<file path="config.mk">
export PLATFORM = sky130hd
export DESIGN_NAME = erbs_bank_select
export DESIGN_NICKNAME = d
export VERILOG_FILES = /design/src/erbs_pkg.sv /design/src/erbs_bank_select.sv
export SDC_FILE = /design/constraint.sdc
export NUM_CORES = 1
export LEC_CHECK = 0
export BUFFER_PORTS_ARGS = -buffer_cell sky130_fd_sc_hd__buf_2
export CORE_UTILIZATION = 55
export CTS_BUF_LIST = sky130_fd_sc_hd__clkbuf_16
export CTS_CLUSTER_DIAMETER = 150
export CTS_CLUSTER_SIZE = 14
export DETAILED_ROUTE_END_ITERATION = 7
export PLACE_DENSITY_LB_ADDON = 0.2
export SETUP_SLACK_MARGIN = 0.3
export SYNTH_ARGS = -nofsm -noshare
export SYNTH_HDL_FRONTEND = slang
export SYNTH_SLANG_ARGS = --single-unit
</file>
<file path="constraint.sdc">
create_clock -name clk_i -period 3.3 [get_ports clk_i]
set_input_delay 0 -clock clk_i [delete_from_list [all_inputs] [get_ports clk_i]]
set_output_delay 0 -clock clk_i [all_outputs]
set_load 0.03 [all_outputs]
</file>
<file path="src/erbs_pkg.sv">
// Package for the emulation RAM bank-select decode
package erbs_pkg;
  localparam int ERBS_NBANK = 4;
  localparam int ERBS_SYNC_W = 3;
  // Build sizes, bytes per bank
  localparam logic [1:0] ERBS_BUILD_256K = 2'h0;
  localparam logic [1:0] ERBS_BUILD_1M = 2'h1;
  localparam logic [1:0] ERBS_BUILD_4M = 2'h2;
  localparam logic [22:0] ERBS_BANK_256K = 23'h040000;
  localparam logic [22:0] ERBS_BANK_1M = 23'h100000;
  localparam logic [3:0] ERBS_EN_RESET = 4'h0;
  localparam logic [3:0] ERBS_BANK0_MASK = 4'h1;

  // Bus strobes, active low except transfer size and addr0 lines
  typedef struct packed {
    logic boot_select_n;
    logic bank1_select_n;
    logic bank2_select_n;
    logic bank3_select_n;
    logic addr_strobe_n;
    logic data_strobe_n;
    logic write_n;
    logic transfer_size_lo;
    logic transfer_size_hi;
    logic addr0;
  } erbs_bus_t;

  // Pod jumpers, 1 = fitted
  typedef struct packed {
    logic wide_width_jumper;
    logic size_support_jumper;
    logic write_protect_jumper;
    logic [3:0] bank_jumper;
  } erbs_jmp_t;

  typedef struct packed {
    logic [3:0] chip_en;
    logic [3:0] hi_we;
    logic [3:0] lo_we;
  } erbs_ram_t;

  typedef enum logic [1:0] {
    ERBS_ST_RESET = 2'b00,
    ERBS_ST_BOOT = 2'b01,
    ERBS_ST_RUN = 2'b10
  } erbs_state_t;
endpackage

</file>
<file path="src/erbs_bank_select.sv">
// Emulation RAM bank select and write-enable decode
//////////////////////////////////////////////////////////////////////////////
//////////////////////////////////////////////////////////////////////////////
`timescale 1ns/1ps
`default_nettype none
module erbs_bank_select
  import erbs_pkg::*;
#(
  parameter logic [1:0] BUILD = ERBS_BUILD_4M
) (
  input wire logic clk_i,
  input wire logic nrst_i,
  input wire logic bus_clock_out_i,
  input wire erbs_bus_t bus_i,
  input wire erbs_jmp_t jmp_i,
  input wire logic ctrl_reset_n_i,
  input wire logic host_write_i,
  input wire logic selects_programmed_i,
  input wire logic user_selects_i,
  output logic [3:0] chip_en_o,
  output logic [3:0] hi_we_o,
  output logic [3:0] lo_we_o,
  output logic [3:0] bank_live_o,
  output logic [22:0] bank_size_o,
  output logic [2:0] bank_count_o,
  output logic rewrite_selects_o,
  output logic bank_disabled_o
);
  if (BUILD > ERBS_BUILD_4M) begin : g_bad_build
    $error("erbs_bank_select: unsupported BUILD");
  end

  //////////////////////////////////////////////////////////////////////////////
  // Three-stage synchronisers for pin inputs
  localparam int NSYNC = $bits(erbs_bus_t) + 2;
  logic [NSYNC-1:0] raw;
  logic [NSYNC-1:0] s1_q;
  logic [NSYNC-1:0] s2_q;
  logic [NSYNC-1:0] s3_q;
  logic [NSYNC-1:0] stable_q;
  assign raw = {bus_i, bus_clock_out_i, ctrl_reset_n_i};

  always_ff @(posedge clk_i or negedge nrst_i) begin
    if (!nrst_i) begin
      s1_q <= '1;
      s2_q <= '1;
      s3_q <= '1;
      stable_q <= '1;
    end else begin
      s1_q <= raw;
      s2_q <= s1_q;
      s3_q <= s2_q;
      // Change counts only once stages two and three agree
      stable_q <= (s2_q & s3_q) | (stable_q & (s2_q | s3_q));
    end
  end

  erbs_bus_t sbus;
  logic bclk;
  logic creset_n;
  assign sbus = erbs_bus_t'(stable_q[NSYNC-1:2]);
  assign bclk = stable_q[1];
  assign creset_n = stable_q[0];

  //////////////////////////////////////////////////////////////////////////////
  // Bus clock edge and controller reset tracking
  logic bclk_q;
  logic creset_q;
  logic bclk_rise;
  logic reset_rel;
  assign bclk_rise = bclk & ~bclk_q;
  assign reset_rel = creset_n & ~creset_q;

  erbs_state_t state_q;
  erbs_state_t state_d;
  logic [3:0] en_q;
  logic [3:0] en_d;
  logic rewrite_q;

  always_comb begin
    state_d = state_q;
    en_d = en_q;
    case (state_q)
      ERBS_ST_RESET: begin
        en_d = ERBS_EN_RESET;
        if (creset_n) begin
          state_d = ERBS_ST_BOOT;
        end
      end
      ERBS_ST_BOOT: begin
        // Only bank0 decodes until selects are reprogrammed
        en_d = ERBS_BANK0_MASK;
        if (selects_programmed_i) begin
          state_d = ERBS_ST_RUN;
        end
      end
      ERBS_ST_RUN: begin
        en_d = '1;
      end
      default: begin
        state_d = ERBS_ST_RESET;
        en_d = ERBS_EN_RESET;
      end
    endcase
    if (!creset_n) begin
      state_d = ERBS_ST_RESET;
      en_d = ERBS_EN_RESET;
    end
  end

  always_ff @(posedge clk_i or negedge nrst_i) begin
    if (!nrst_i) begin
      bclk_q <= 1'b0;
      creset_q <= 1'b1;
      state_q <= ERBS_ST_RESET;
      en_q <= ERBS_EN_RESET;
      rewrite_q <= 1'b0;
    end else begin
      bclk_q <= bclk;
      creset_q <= creset_n;
      state_q <= state_d;
      en_q <= en_d;
      // Pulse host to rewrite user selects after each reset release, when user_selects_i is set
      rewrite_q <= reset_rel & user_selects_i;
    end
  end

  //////////////////////////////////////////////////////////////////////////////
  // Decode
  logic [3:0] sel;
  logic [3:0] build_mask;
  logic [3:0] cfg_ok;
  logic [3:0] live;
  logic no_size_wide;
  logic strobe;
  logic wr;
  logic odd_byte;
  logic app_wp;
  logic [3:0] we_allow;

  // Each select line drives exactly one bank, except bank one's in wide mode without size lines
  assign sel = ~{sbus.bank3_select_n, sbus.bank2_select_n,
                 sbus.bank1_select_n, sbus.boot_select_n};
  // header wiring is transparent to the decode
  assign build_mask = (BUILD == ERBS_BUILD_256K) ? 4'h1 : 4'hF;
  assign no_size_wide = jmp_i.wide_width_jumper &
                        ~jmp_i.size_support_jumper;
  // Bank one serves as low-byte strobe in wide mode without size lines
  assign cfg_ok = {3'b111, 1'b1} &
                  ~{2'b00, no_size_wide, 1'b0};
  assign live = sel & jmp_i.bank_jumper & build_mask & cfg_ok & en_q;
  assign strobe = ~sbus.addr_strobe_n & ~sbus.data_strobe_n;
  assign wr = ~sbus.write_n;
  // Size lines: 8-bit transfer to odd address uses low lane only
  assign odd_byte = sbus.addr0 & sbus.transfer_size_lo &
                    ~sbus.transfer_size_hi;
  assign app_wp = jmp_i.write_protect_jumper & ~host_write_i;
  assign we_allow = {3'b111, ~app_wp};

  erbs_ram_t ram_d;
  always_comb begin
    ram_d.chip_en = '0;
    ram_d.hi_we = '0;
    ram_d.lo_we = '0;
    if (strobe) begin
      ram_d.chip_en = live;
      if (!jmp_i.wide_width_jumper) begin
        // 8-bit: high half only, same path with or without size lines
        ram_d.hi_we = wr ? (live & we_allow) : 4'h0;
        // size lines ignored in narrow mode
      end else if (no_size_wide) begin
        // Bank one select marks odd-byte writes on every bank but bank one
        ram_d.hi_we = (wr & ~sel[1]) ? (live & we_allow) : 4'h0;
        ram_d.lo_we = (wr & sel[1]) ?
                      (sel & jmp_i.bank_jumper & build_mask &
                       en_q & ~4'h2 & we_allow) : 4'h0;
        ram_d.chip_en = live | ram_d.lo_we;
      end else begin
        ram_d.hi_we = (wr & ~(odd_byte)) ? (live & we_allow) : 4'h0;
        ram_d.lo_we = (wr & (~sbus.addr0 | ~sbus.transfer_size_lo |
                       sbus.transfer_size_hi | odd_byte) &
                       ~(~sbus.addr0 & sbus.transfer_size_lo &
                       ~sbus.transfer_size_hi)) ?
                      (live & we_allow) : 4'h0;
      end
    end
  end

  //////////////////////////////////////////////////////////////////////////////
  // Registered outputs
  logic [2:0] count_d;
  assign count_d = (BUILD == ERBS_BUILD_256K) ? 3'h1 : 3'h4;

  always_ff @(posedge clk_i or negedge nrst_i) begin
    if (!nrst_i) begin
      chip_en_o <= '0;
      hi_we_o <= '0;
      lo_we_o <= '0;
      bank_live_o <= '0;
      bank_size_o <= '0;
      bank_count_o <= '0;
      rewrite_selects_o <= 1'b0;
      bank_disabled_o <= 1'b1;
    end else begin
      chip_en_o <= ram_d.chip_en;
      hi_we_o <= ram_d.hi_we;
      lo_we_o <= ram_d.lo_we;
      bank_live_o <= jmp_i.bank_jumper & build_mask & cfg_ok & en_q;
      bank_size_o <= (BUILD == ERBS_BUILD_4M) ? ERBS_BANK_1M
                                               : ERBS_BANK_256K;
      bank_count_o <= count_d;
      rewrite_selects_o <= rewrite_q;
      // Host views show asterisks and loads fail while set
      bank_disabled_o <= (state_q != ERBS_ST_RUN);
    end
  end

  // Bus clock edges are tracked for later qualification
  logic unused;
  assign unused = bclk_rise;
endmodule
`default_nettype wire

</file>
Yosys cells after proc, flatten, opt, wreduce, memory -nomap -nowiden
Cells that the tools add are included.
{"block": "word_totals", "reg_bits": 75, "latch_bits": 0, "rom_bits": 0, "n_memories": 0, "mem_bits_rw": 0, "input_bits": 24, "out_inout_bits": 44}
{"block": "classes", "shifts": 0, "reduce_logical": 2, "muxes": 16, "n_mul": 0, "bitwise_logic": 45, "div_mod_pow": 0, "n_lt_le_gt_ge": 0, "n_eq_ne": 5, "add_sub_neg": 0}
{"cell": "2-to-1 mux 4 bit", "count": 10}
{"cell": "AND 4 bit", "count": 8}
{"cell": "AND 12 bit", "count": 2}
{"cell": "OR 12 bit", "count": 2}
{"cell": "AND 1 bit", "count": 14}
{"cell": "inverter 1 bit", "count": 13}
{"cell": "2-to-1 mux 12 bit", "count": 1}
{"cell": "2-to-1 mux 8 bit", "count": 1}
{"cell": "case mux 4 bit (2 select lines)", "count": 1}
{"cell": "case mux 2 bit (3 select lines)", "count": 1}
{"cell": "2-to-1 mux 2 bit", "count": 2}
{"cell": "inequality test 2 bit, second input constant", "count": 2}
{"cell": "inverter 2 -> 4 bit", "count": 1}
{"cell": "inverter 4 bit", "count": 1}
{"cell": "OR 4 bit", "count": 1}
{"cell": "inequality test 3 bit, second input constant", "count": 1}
{"cell": "OR 1 bit", "count": 3}
{"cell": "== test 2 x 1 -> 1 bit, second input constant", "count": 1}
{"cell": "== test 2 bit, second input constant", "count": 1}
{"cell": "zero test 2 bit", "count": 1}
{"cell": "AND reduction 2 bit", "count": 1}

Depth between registers and ports, before layout
Gate-level depths: netlist of run 1.
{"block": "depth", "ltp_word": 10, "ltp_mapped": 5, "depth_no_buf": 5}

Worst setup path before layout of run 1
No wires, ideal clock.
{"block": "synth_timing", "path_kind": "register -> register", "startpoint": "register state_q[0]", "endpoint": "register state_q[0]", "setup_slack_ns": 2.072, "required_time_ns": 3.223, "t_arrival_ns": 1.150, "stages_incl_launch_ff": 5, "setup_ns": 0.077, "path_buffers": 0, "path_cell_list": "dfrtp_1 > ha_1 > nor2b_1 > or3b_1 > a21oi_1"}
{"block": "synth_via", "elab_chain_cells": 3, "elab_cells_between_ends": 8}
{"element": "start, declared", "line_no": "erbs_bank_select.sv:74", "source": "erbs_state_t state_q;"}
{"element": "start signal, assigned", "line_no": "erbs_bank_select.sv:121", "source": "state_q <= state_d;"}
{"element": "== test 2 bit (tied with other cells)", "line_no": "erbs_bank_select.sv:83", "source": "case (state_q)"}
{"element": "case mux 2 bit (3 select lines) (tied with other cells)", "line_no": "erbs_bank_select.sv:83"}
{"element": "2-to-1 mux 2 bit / AND reduction 2 bit (equally long branches)"}
Several ways; a longest one is shown, not always the timed one.
A chain may end at the register's enable or synchronous reset.

==> results of run 1 <==
## path summary, 6_finish.rpt
kind,from,to,depth (start not counted)
min in group asynchronous,nrst_i,chip_en_o[0],2
hold / removal,jmp_i[4],hi_we_o[0],3
setup reg to reg,stable_q[4],lo_we_o[1],3
hold reg to reg,s1_q[9],s2_q[9],0
max in group asynchronous,nrst_i,stable_q[3],3
setup / recovery,stable_q[4],lo_we_o[1],3
## kinds of logic after synthesis
group / share of synthesized area [%]
flops: 72.61
buf+inv: 8.860
simple gates: 8.910
fa+ha+maj: 6.518
compound gates: 2.800
other cells: 0.3056
## area by class of cell
cell class                 count  area (um2)  area share, %
sequential                    69        1784          57.92
inverter                       8       30.03         0.9748
tap                           50       62.56          2.031
clock buffer                   9       225.2          7.311
timing repair buffer          62       407.9          13.24
multi-input combinational     83       541.8          17.59
clock inverter                 7       28.78         0.9342
## registers in the layout (all words and copies together) (netlist names), 4 cells and up
signal,count
bank_live_o,4
chip_en_o,4
hi_we_o,4
lo_we_o,4
s1_q,11
s2_q,11
s3_q,11
stable_q,11
## per-layer routing
layer	GRT usage [%]	routed length (um)
met5	0	0
met4	9.694	66
met3	8.388	292
met2	30.58	1930
met1	20.09	1432
## power by group
part / switching [W] / internal [W] / leakage, nW / total (W)
Sequential: 0.0000407 / 0.000941 / 0.799 / 0.000982
Clock: 0.000314 / 0.000490 / 0.142 / 0.000804
Combinational: 0.000142 / 0.0000822 / 0.522 / 0.000224
## cell usage in the layout (no fill, tap or decap), drive strengths merged, types with 3 or more instances in the layout
| cell type | instances |
|---|---|
| dfstp | 46 |
| buf | 43 |
| conb | 25 |
| dfrtp | 23 |
| dlygate4sd3 | 19 |
| inv | 12 |
| maj3 | 11 |
| nor3 | 10 |
| clkbuf | 9 |
| nor2 | 4 |
| ha | 4 |
| and2 | 3 |
| o21ai | 3 |
| a21oi | 3 |
| nand2b | 3 |
| clkinv | 3 |
## critical path, stage by stage (launching register included)
cell and delay [ns]:
dfstp_2 0.54, nor3b_1 0.35, nor4b_2 0.09, dlygate4sd3_1 0.57
## stage by stage
step / hold WS (ns) / cells / total power [W]
after detailed placement: 0.1065 / 253 / 0.001204
after global placement: 0.09692 / 253 / 0.001185
after floorplan: -0.2956 / 185 / 0.001150
final: -0.003216 / 288 / 0.002010
after CTS: 0.004776 / 288 / 0.002031
after global routing: 0.02975 / 288 / 0.002102
## repair_timing
action,CTS,global route
gates resized for setup,0,0
hold buffers,19,0
hold endpoints to repair,41,0
==> metrics, run 1 <==
outcome complete, but fails checks; failing checks hold timing; min-delay worst type input port to flop; final-report max-slew violation count 0; die area 4739 um2; synth cell count leaders dfstp_2, buf_4, dfrtp_1; number of synthesized register bits 69; Longest Clk Path Bufs 2; Area contributors post-synth dfstp_2, dfrtp_1, buf_4; Root Driver clkbuf_16; CTS tree done; Hold WS -0.003216 ns; EDFF count, synth 0; post-route setup TNS 0 ns; largest net degree at the start of global routing 38; Power per Cell Area 652.6 nW/um2; Nets 261; Setup Buffers After CTS 0; Sink Count 69; number of CTS-inserted buffers 9; Most used DFF post-synth dfstp_2; Synth area leader dfstp_2; fin area 3080 um2; Cells after Synth 162; Max VDD drop 0.5468 mV; Synth top area share 49.19%; Worst Path Max Fanout 3; Row Count 23; IO buf count 42; worst slack at placement 1.950 ns; crit path DAT 1.87 ns; H-tree Lvls 3; Die Width 68.84 um; period utilization 50.62%; most frequent cell after synthesis dfstp_2; gr usage total 18.61%; die height 68.84 um; DRT Pass-1 Iters 4; routed wire length 3721 um; Filler cells 275; Max-Cap Viols 0; final worst path period need 1.670 ns; max_slew headroom 47.68%; Core Util, Final 74.34%; RSZ-0062 raised after global routing no; CTS clk-pin slew, worst paths 0.05 ns; fmax 598.6 MHz; cell leakage power 1.462 nW; vias per cell 4.618; WP data required 3.50 ns; number of routed nets with antenna violations 0; Mapped Avg Cell Area 15.17 um2; CP startpoint kind flop; final setup vio count 0; total gr overflow 0; vias in the first global route 1341; clock skew 0.006774 ns; P&R area growth vs syn 25.36%; ys async rst share 100.0%; Fin. Hold Viols 1; share of layout cells above drive strength 1 44.54%; first-pass GRT wire length 5878 um; synth unique cells 28; n_diodes 0; setup ws final 1.630 ns; DP Wirelength 2435 um; sequential-to-total area share from yosys stat 72.61%; initial antenna violation count 0; Setup crit end kind flop; initial core utilization 59.30%; initial DRC count 85; Residual DRC 0; Placed Area 2636 um2; Clock Latency Late Sink 0.33 ns; measured slew at the worst slew-check pin 0.7849 ns; Wirelength per Cell 12.92 um; io pins 68; R2R setup slack 1.63 ns; core footprint 4144 um2; Synthesis Warnings 0; via count 1330; Placer Congestion 0.8390; WS Path Type flop to flop; Cell Area, Synth 2457 um2
Note: power is estimated with default switching activity, not from simulation.
==> inputs of run 2 (changes only) <==
--- a/config.mk
+++ b/config.mk
@@ -5,8 +5,9 @@
 export SDC_FILE = /design/constraint.sdc
 export NUM_CORES = 1
 export LEC_CHECK = 0
+export ABC_AREA = 1
 export BUFFER_PORTS_ARGS = -buffer_cell sky130_fd_sc_hd__buf_2
-export CORE_UTILIZATION = 55
+export CORE_UTILIZATION = 51
 export CTS_BUF_LIST = sky130_fd_sc_hd__clkbuf_16
 export CTS_CLUSTER_DIAMETER = 150
 export CTS_CLUSTER_SIZE = 14
==> constraint.sdc (replaced) <==
create_clock -name clk_i -period 1.7 [get_ports clk_i]
set_input_delay 0 -clock clk_i [delete_from_list [all_inputs] [get_ports clk_i]]
set_output_delay 0 -clock clk_i [all_outputs]
set_load 0.03 [all_outputs]
==> metrics, run 2 <==
Synth area leader dfstp_2; Cell Area, Synth 2489 um2; core footprint 4723 um2; DP Wirelength 2210 um; post-route setup TNS 0 ns; Setup Buffers After CTS 0; routed wire length 3392 um; Fin. Hold Viols 0; initial antenna violation count 0; Residual DRC 0; gr usage total 15.59%; Root Driver clkbuf_16; initial core utilization 52.69%; cell leakage power 1.597 nW; min-delay worst type input port to flop; Synthesis Warnings 0; synth cell count leaders dfstp_2, buf_4, nand2_1; commonest non-fill, non-tap cell in the layout dfstp_2; crit path DAT 1.38 ns; Slowest cell on crit path dfstp_2; number of synthesized register bits 69; sequential-to-total area share from yosys stat 71.69%; CP cell instances inv_1 > o21ai_1 > inv_1 > nand3_1 > nor2_1; vias per cell 4.109; ys async rst share 100.0%; Mapped Avg Cell Area 12.89 um2; number of CTS-inserted buffers 9; final-report max-slew violation count 0; DRT Pass-1 Iters 4; die area 5163 um2; Area contributors post-synth dfstp_2, dfrtp_1, buf_4; share of layout cells above drive strength 1 38.75%; WP data required 1.90 ns; WS Path Type flop to flop; Longest Clk Path Bufs 2; first-pass GRT wire length 5802 um; via count 1389; Die Width 71.86 um; number of routed nets with antenna violations 0; vias in the first global route 1298; clock skew 0.003467 ns; Nets 294; fin area 3161 um2; Hold WS 0.04844 ns; P&R area growth vs syn 27.00%; CP startpoint kind flop; RSZ-0062 raised after global routing no; n_diodes 0; synth unique cells 20; Synth top area share 48.57%; CTS clk-pin slew, worst paths 0.05 ns; Cells after Synth 193; Wirelength per Cell 10.04 um; Max VDD drop 0.6935 mV; Setup crit end kind flop; CP max stage delay 0.56 ns; final worst path period need 1.174 ns; outcome complete, no violations; Max-Cap Viols 0; final setup vio count 0; commonest non-fill, non-tap cells in the layout dfstp_2, buf_2, inv_1; Sink Count 69; Placed Area 2709 um2; fmax 851.9 MHz; Placer Congestion 0.8064; Worst Path Max Fanout 4; io pins 68; Row Count 25; most used cell, CP inv_1; CTS tree done; Power per Cell Area 1220 nW/um2; period utilization 69.05%; IO buf count 42; die height 71.86 um; total gr overflow 0; dpl cells 302; Clock Latency Late Sink 0.32 ns; Tot Pwr 0.003857 W; initial DRC count 102; Most used DFF post-synth dfstp_2; EDFF count, synth 0; H-tree Lvls 3; largest net degree at the start of global routing 34; most frequent cell after synthesis dfstp_2; final non-filler cell total 338
## run 2: worst max-delay path, delay by kind of cell, from the launching register on
family                 cells  cell delay, ns
and+or+nand+nor            2            0.11
buffers and inverters      2            0.15
AOI/OAI and AO/OA          1            0.23
DFF                        1            0.56
## run 2: final cells by class
cell class                      instances  area (um2)
Clock buffer                            9       225.2
Clock inverter                          7       26.28
Fill cell                             355        1563
Inverter                               23       86.33
Multi-Input combinational cell         99       516.7
Sequential cell                        69        1784
Tap cell                               67       83.83
Timing Repair Buffer                   64       437.9
## run 2: final timing paths
check	start	endpoint	slack, ns	cells after the start
hold / removal	host_write_i	lo_we_o[0]	0.05	5
max in group asynchronous	nrst_i	s2_q[7]	0.87	3
hold reg to reg	rewrite_q	rewrite_selects_o	0.35	0
setup reg to reg	stable_q[5]	hi_we_o[1]	0.53	5
min in group asynchronous	nrst_i	chip_en_o[2]	0.18	2
setup / recovery	stable_q[5]	hi_we_o[1]	0.53	5
## run 2: metal layers
metal / GRT usage (%) / vias to the layer above / share of wire (%)
li1: - / 688 / -
met1: 19.87 / 636 / 47
met2: 22.54 / 57 / 45
met3: 5.063 / 8 / 5.8
met4: 11.11 / 0 / 2.7
met5: 0 / - / 0
## run 2: logic make-up (layout without fill, tap and decap cells)
logic type	count (synthesis)	in the layout	share of synthesized area, %
compound gates	4	4	0.8041
fa+ha+maj	15	15	6.436
buf+inv	48	103	11.01
flops	69	69	71.69
other cells	2	25	0.3018
simple gates	55	55	9.754
## run 2: through the flow
step	setup slack [ns]	util (%)
after floorplan	0.6609	-
after global placement	0.5456	57.35
after detailed placement	0.5359	57.35
after CTS	0.5094	66.91
after global routing	0.4249	66.91
final	0.5261	66.91
## run 2: repair_timing
item                                   CTS  global route
endpoints found under the hold margin   40             0
setup endpoints to repair                0             0
hold buffers                            20             0
gates resized for setup                  0             0
## run 2: power by group
part / internal, W / switching [W]
Clock: 0.000945 / 0.000570
Sequential: 0.00183 / 0.0000730
Combinational: 0.000149 / 0.000289
==> inputs of run 3 (changes only) <==
--- a/config.mk
+++ b/config.mk
@@ -7,7 +7,7 @@
 export LEC_CHECK = 0
 export ABC_AREA = 1
 export BUFFER_PORTS_ARGS = -buffer_cell sky130_fd_sc_hd__buf_2
-export CORE_UTILIZATION = 51
+export CORE_UTILIZATION = 46
 export CTS_BUF_LIST = sky130_fd_sc_hd__clkbuf_16
 export CTS_CLUSTER_DIAMETER = 150
 export CTS_CLUSTER_SIZE = 14
==> constraint.sdc (replaced) <==
create_clock -name clk_i -period 0.95 [get_ports clk_i]
set_input_delay 0 -clock clk_i [delete_from_list [all_inputs] [get_ports clk_i]]
set_output_delay 0 -clock clk_i [all_outputs]
set_load 0.03 [all_outputs]
==> metrics, run 3 (synthesis results as in run 2) <==
setup ws final -0.1684 ns; CP max stage delay 0.58 ns; final worst path period need 1.118 ns; R2R setup slack -0.17 ns; failing checks hold timing, setup timing; die height 75.56 um; FF-to-FF Start stable_q[5]; via count 1495; Max VDD drop 1.341 mV; initial DRC count 69; die area 5709 um2; core footprint 5172 um2; Filler cells 331; Wirelength per Cell 11.22 um; Fin. Hold Viols 40; final-report max-slew violation count 0; Worst R2R Path Depth 5; Storage cell area 1788 um2; Power Internal 0.006097 W; routed wire length 4018 um; commonest non-fill, non-tap cell in the layout dfstp_2; Setup crit end kind flop; Row Count 26; Placer Congestion 0.7417; initial antenna violation count 0; CP startpoint kind flop; commonest non-fill, non-tap cells in the layout dfstp_2, buf_6, conb_1; RSZ-0062 raised after global routing yes; Core Util, Final 71.77%; Longest Clk Path Bufs 2; Logic pwr share 16.3%; CTS clk-pin slew, worst paths 0.05 ns; largest net degree at the start of global routing 33; WS Path Type flop to flop; Hold Buf Count CTS 13; vias in the first global route 1400; DP Wirelength 2302 um; Placed Area 2868 um2; Hold WS -0.1584 ns; final setup vio count 20; fin area 3712 um2; Die Width 75.56 um; total gr overflow 0; Switch Pwr 0.002059 W; Root Driver clkbuf_16; share of layout cells above drive strength 1 65.63%; Clock Latency Late Sink 0.33 ns; Residual DRC 0; sequential cell fraction of total power 42.7%; Max-Cap Viols 0; H-tree Lvls 3; Slowest cell on crit path dfstp_2; period utilization 117.7%; Sink Count 69; initial core utilization 48.11%; P&R area growth vs syn 49.17%; worst slack at placement -0.09378 ns; Power per Cell Area 2197 nW/um2; area of the multi-input gates 683.2 um2; min-delay worst type input port to async pin; fmax 894.1 MHz; reg2reg end hi_we_o[1]; clock skew 0.004600 ns; number of CTS-inserted buffers 9; DRT Pass-1 Iters 4; WP data required 1.16 ns; first-pass GRT wire length 6044 um; number of routed nets with antenna violations 0; n_diodes 0; CP cell instances inv_4 > o21ai_4 > inv_1 > nand3_1 > nor2_1; cell leakage power 1.757 nW; io pins 68; crit path DAT 1.33 ns; Sw Ratio 25.24%; IO buf count 42; Nets 311; Worst Path Max Fanout 4; outcome complete, but fails checks; CTS tree done; gr usage total 15.40%; Clock Power Share 41.0%; vias per cell 4.176
==> run 3: changes by cell type in the layout (fill, tap and decap cells not counted), sizes merged <==
cell and change:
buf +24, clkinv +2, clkbuf +1, inv -6, dlygate4sd3 -7, bufinv +1
clkinvlp +2
==> run 3: per-stage QoR <==
step	cells	total power, W	TNS [ns]
2_1_floorplan	216	0.004044	-0.1217
3_3_place_gp	319	0.004342	-0.5500
3_5_place_dp	319	0.004373	-0.7611
4_1_cts	350	0.008008	-0.9324
5_1_grt	358	0.008503	-2.127
6_report	358	0.008155	-1.260
==> run 3: power by group through the flow <==
stage / sequential [W] / combinational (W) / clock, W
floorplan: 0.00352 / 0.000526 / 0
global placement: 0.00344 / 0.000901 / 0
detailed placement: 0.00345 / 0.000921 / 0
CTS: 0.00346 / 0.00114 / 0.00342
global route: 0.00352 / 0.00145 / 0.00354
finish: 0.00348 / 0.00133 / 0.00334
==> run 3: final cells by class <==
| type | instances | area share (%) |
|---|---|---|
| Clock inverter | 6 | 1.584 |
| Clock buffer | 10 | 6.741 |
| Multi-Input combinational cell | 99 | 18.40 |
| Tap cell | 70 | 2.359 |
| Timing Repair Buffer | 81 | 20.29 |
| Sequential cell | 69 | 48.16 |
| Inverter | 23 | 2.460 |
==> run 3: timing repair <==
action	CTS	global route
gates resized for setup	70	30
pin swaps	9	17
endpoints found under the hold margin	53	40
setup buffers	2	8
setup endpoints to repair	52	54
==> run 3: how the worst max path moves through the flow <==
stage                      startpoint    endpoint  slack, ns
after floorplan           stable_q[5]  hi_we_o[1]      -0.03
after global placement     state_q[1]  state_q[0]      -0.08
after detailed placement  stable_q[5]  hi_we_o[1]      -0.09
after CTS                  state_q[1]  state_q[0]      -0.12
after global routing       state_q[1]  state_q[1]      -0.19
final                     stable_q[5]  hi_we_o[1]      -0.17
==> run 3: routing by layer <==
metal  global-route usage (%)  wire [um]  share of wire (%)  vias up
met4                    11.11         91                2.3        0
li1                         -          -                  -      724
met3                    4.762        177                4.4        7
met2                    25.00       2083                 52       52
met1                    17.25       1665                 41      712
met5                        0          0                  0        -
==> run 3: worst max-delay path: cells and delay by family, from the launching register on <==
| kind | cells | cell delay, ns |
|---|---|---|
| flops | 1 | 0.58 |
| simple gates | 2 | 0.12 |
| compound gates | 1 | 0.17 |
| buf+inv | 2 | 0.12 |
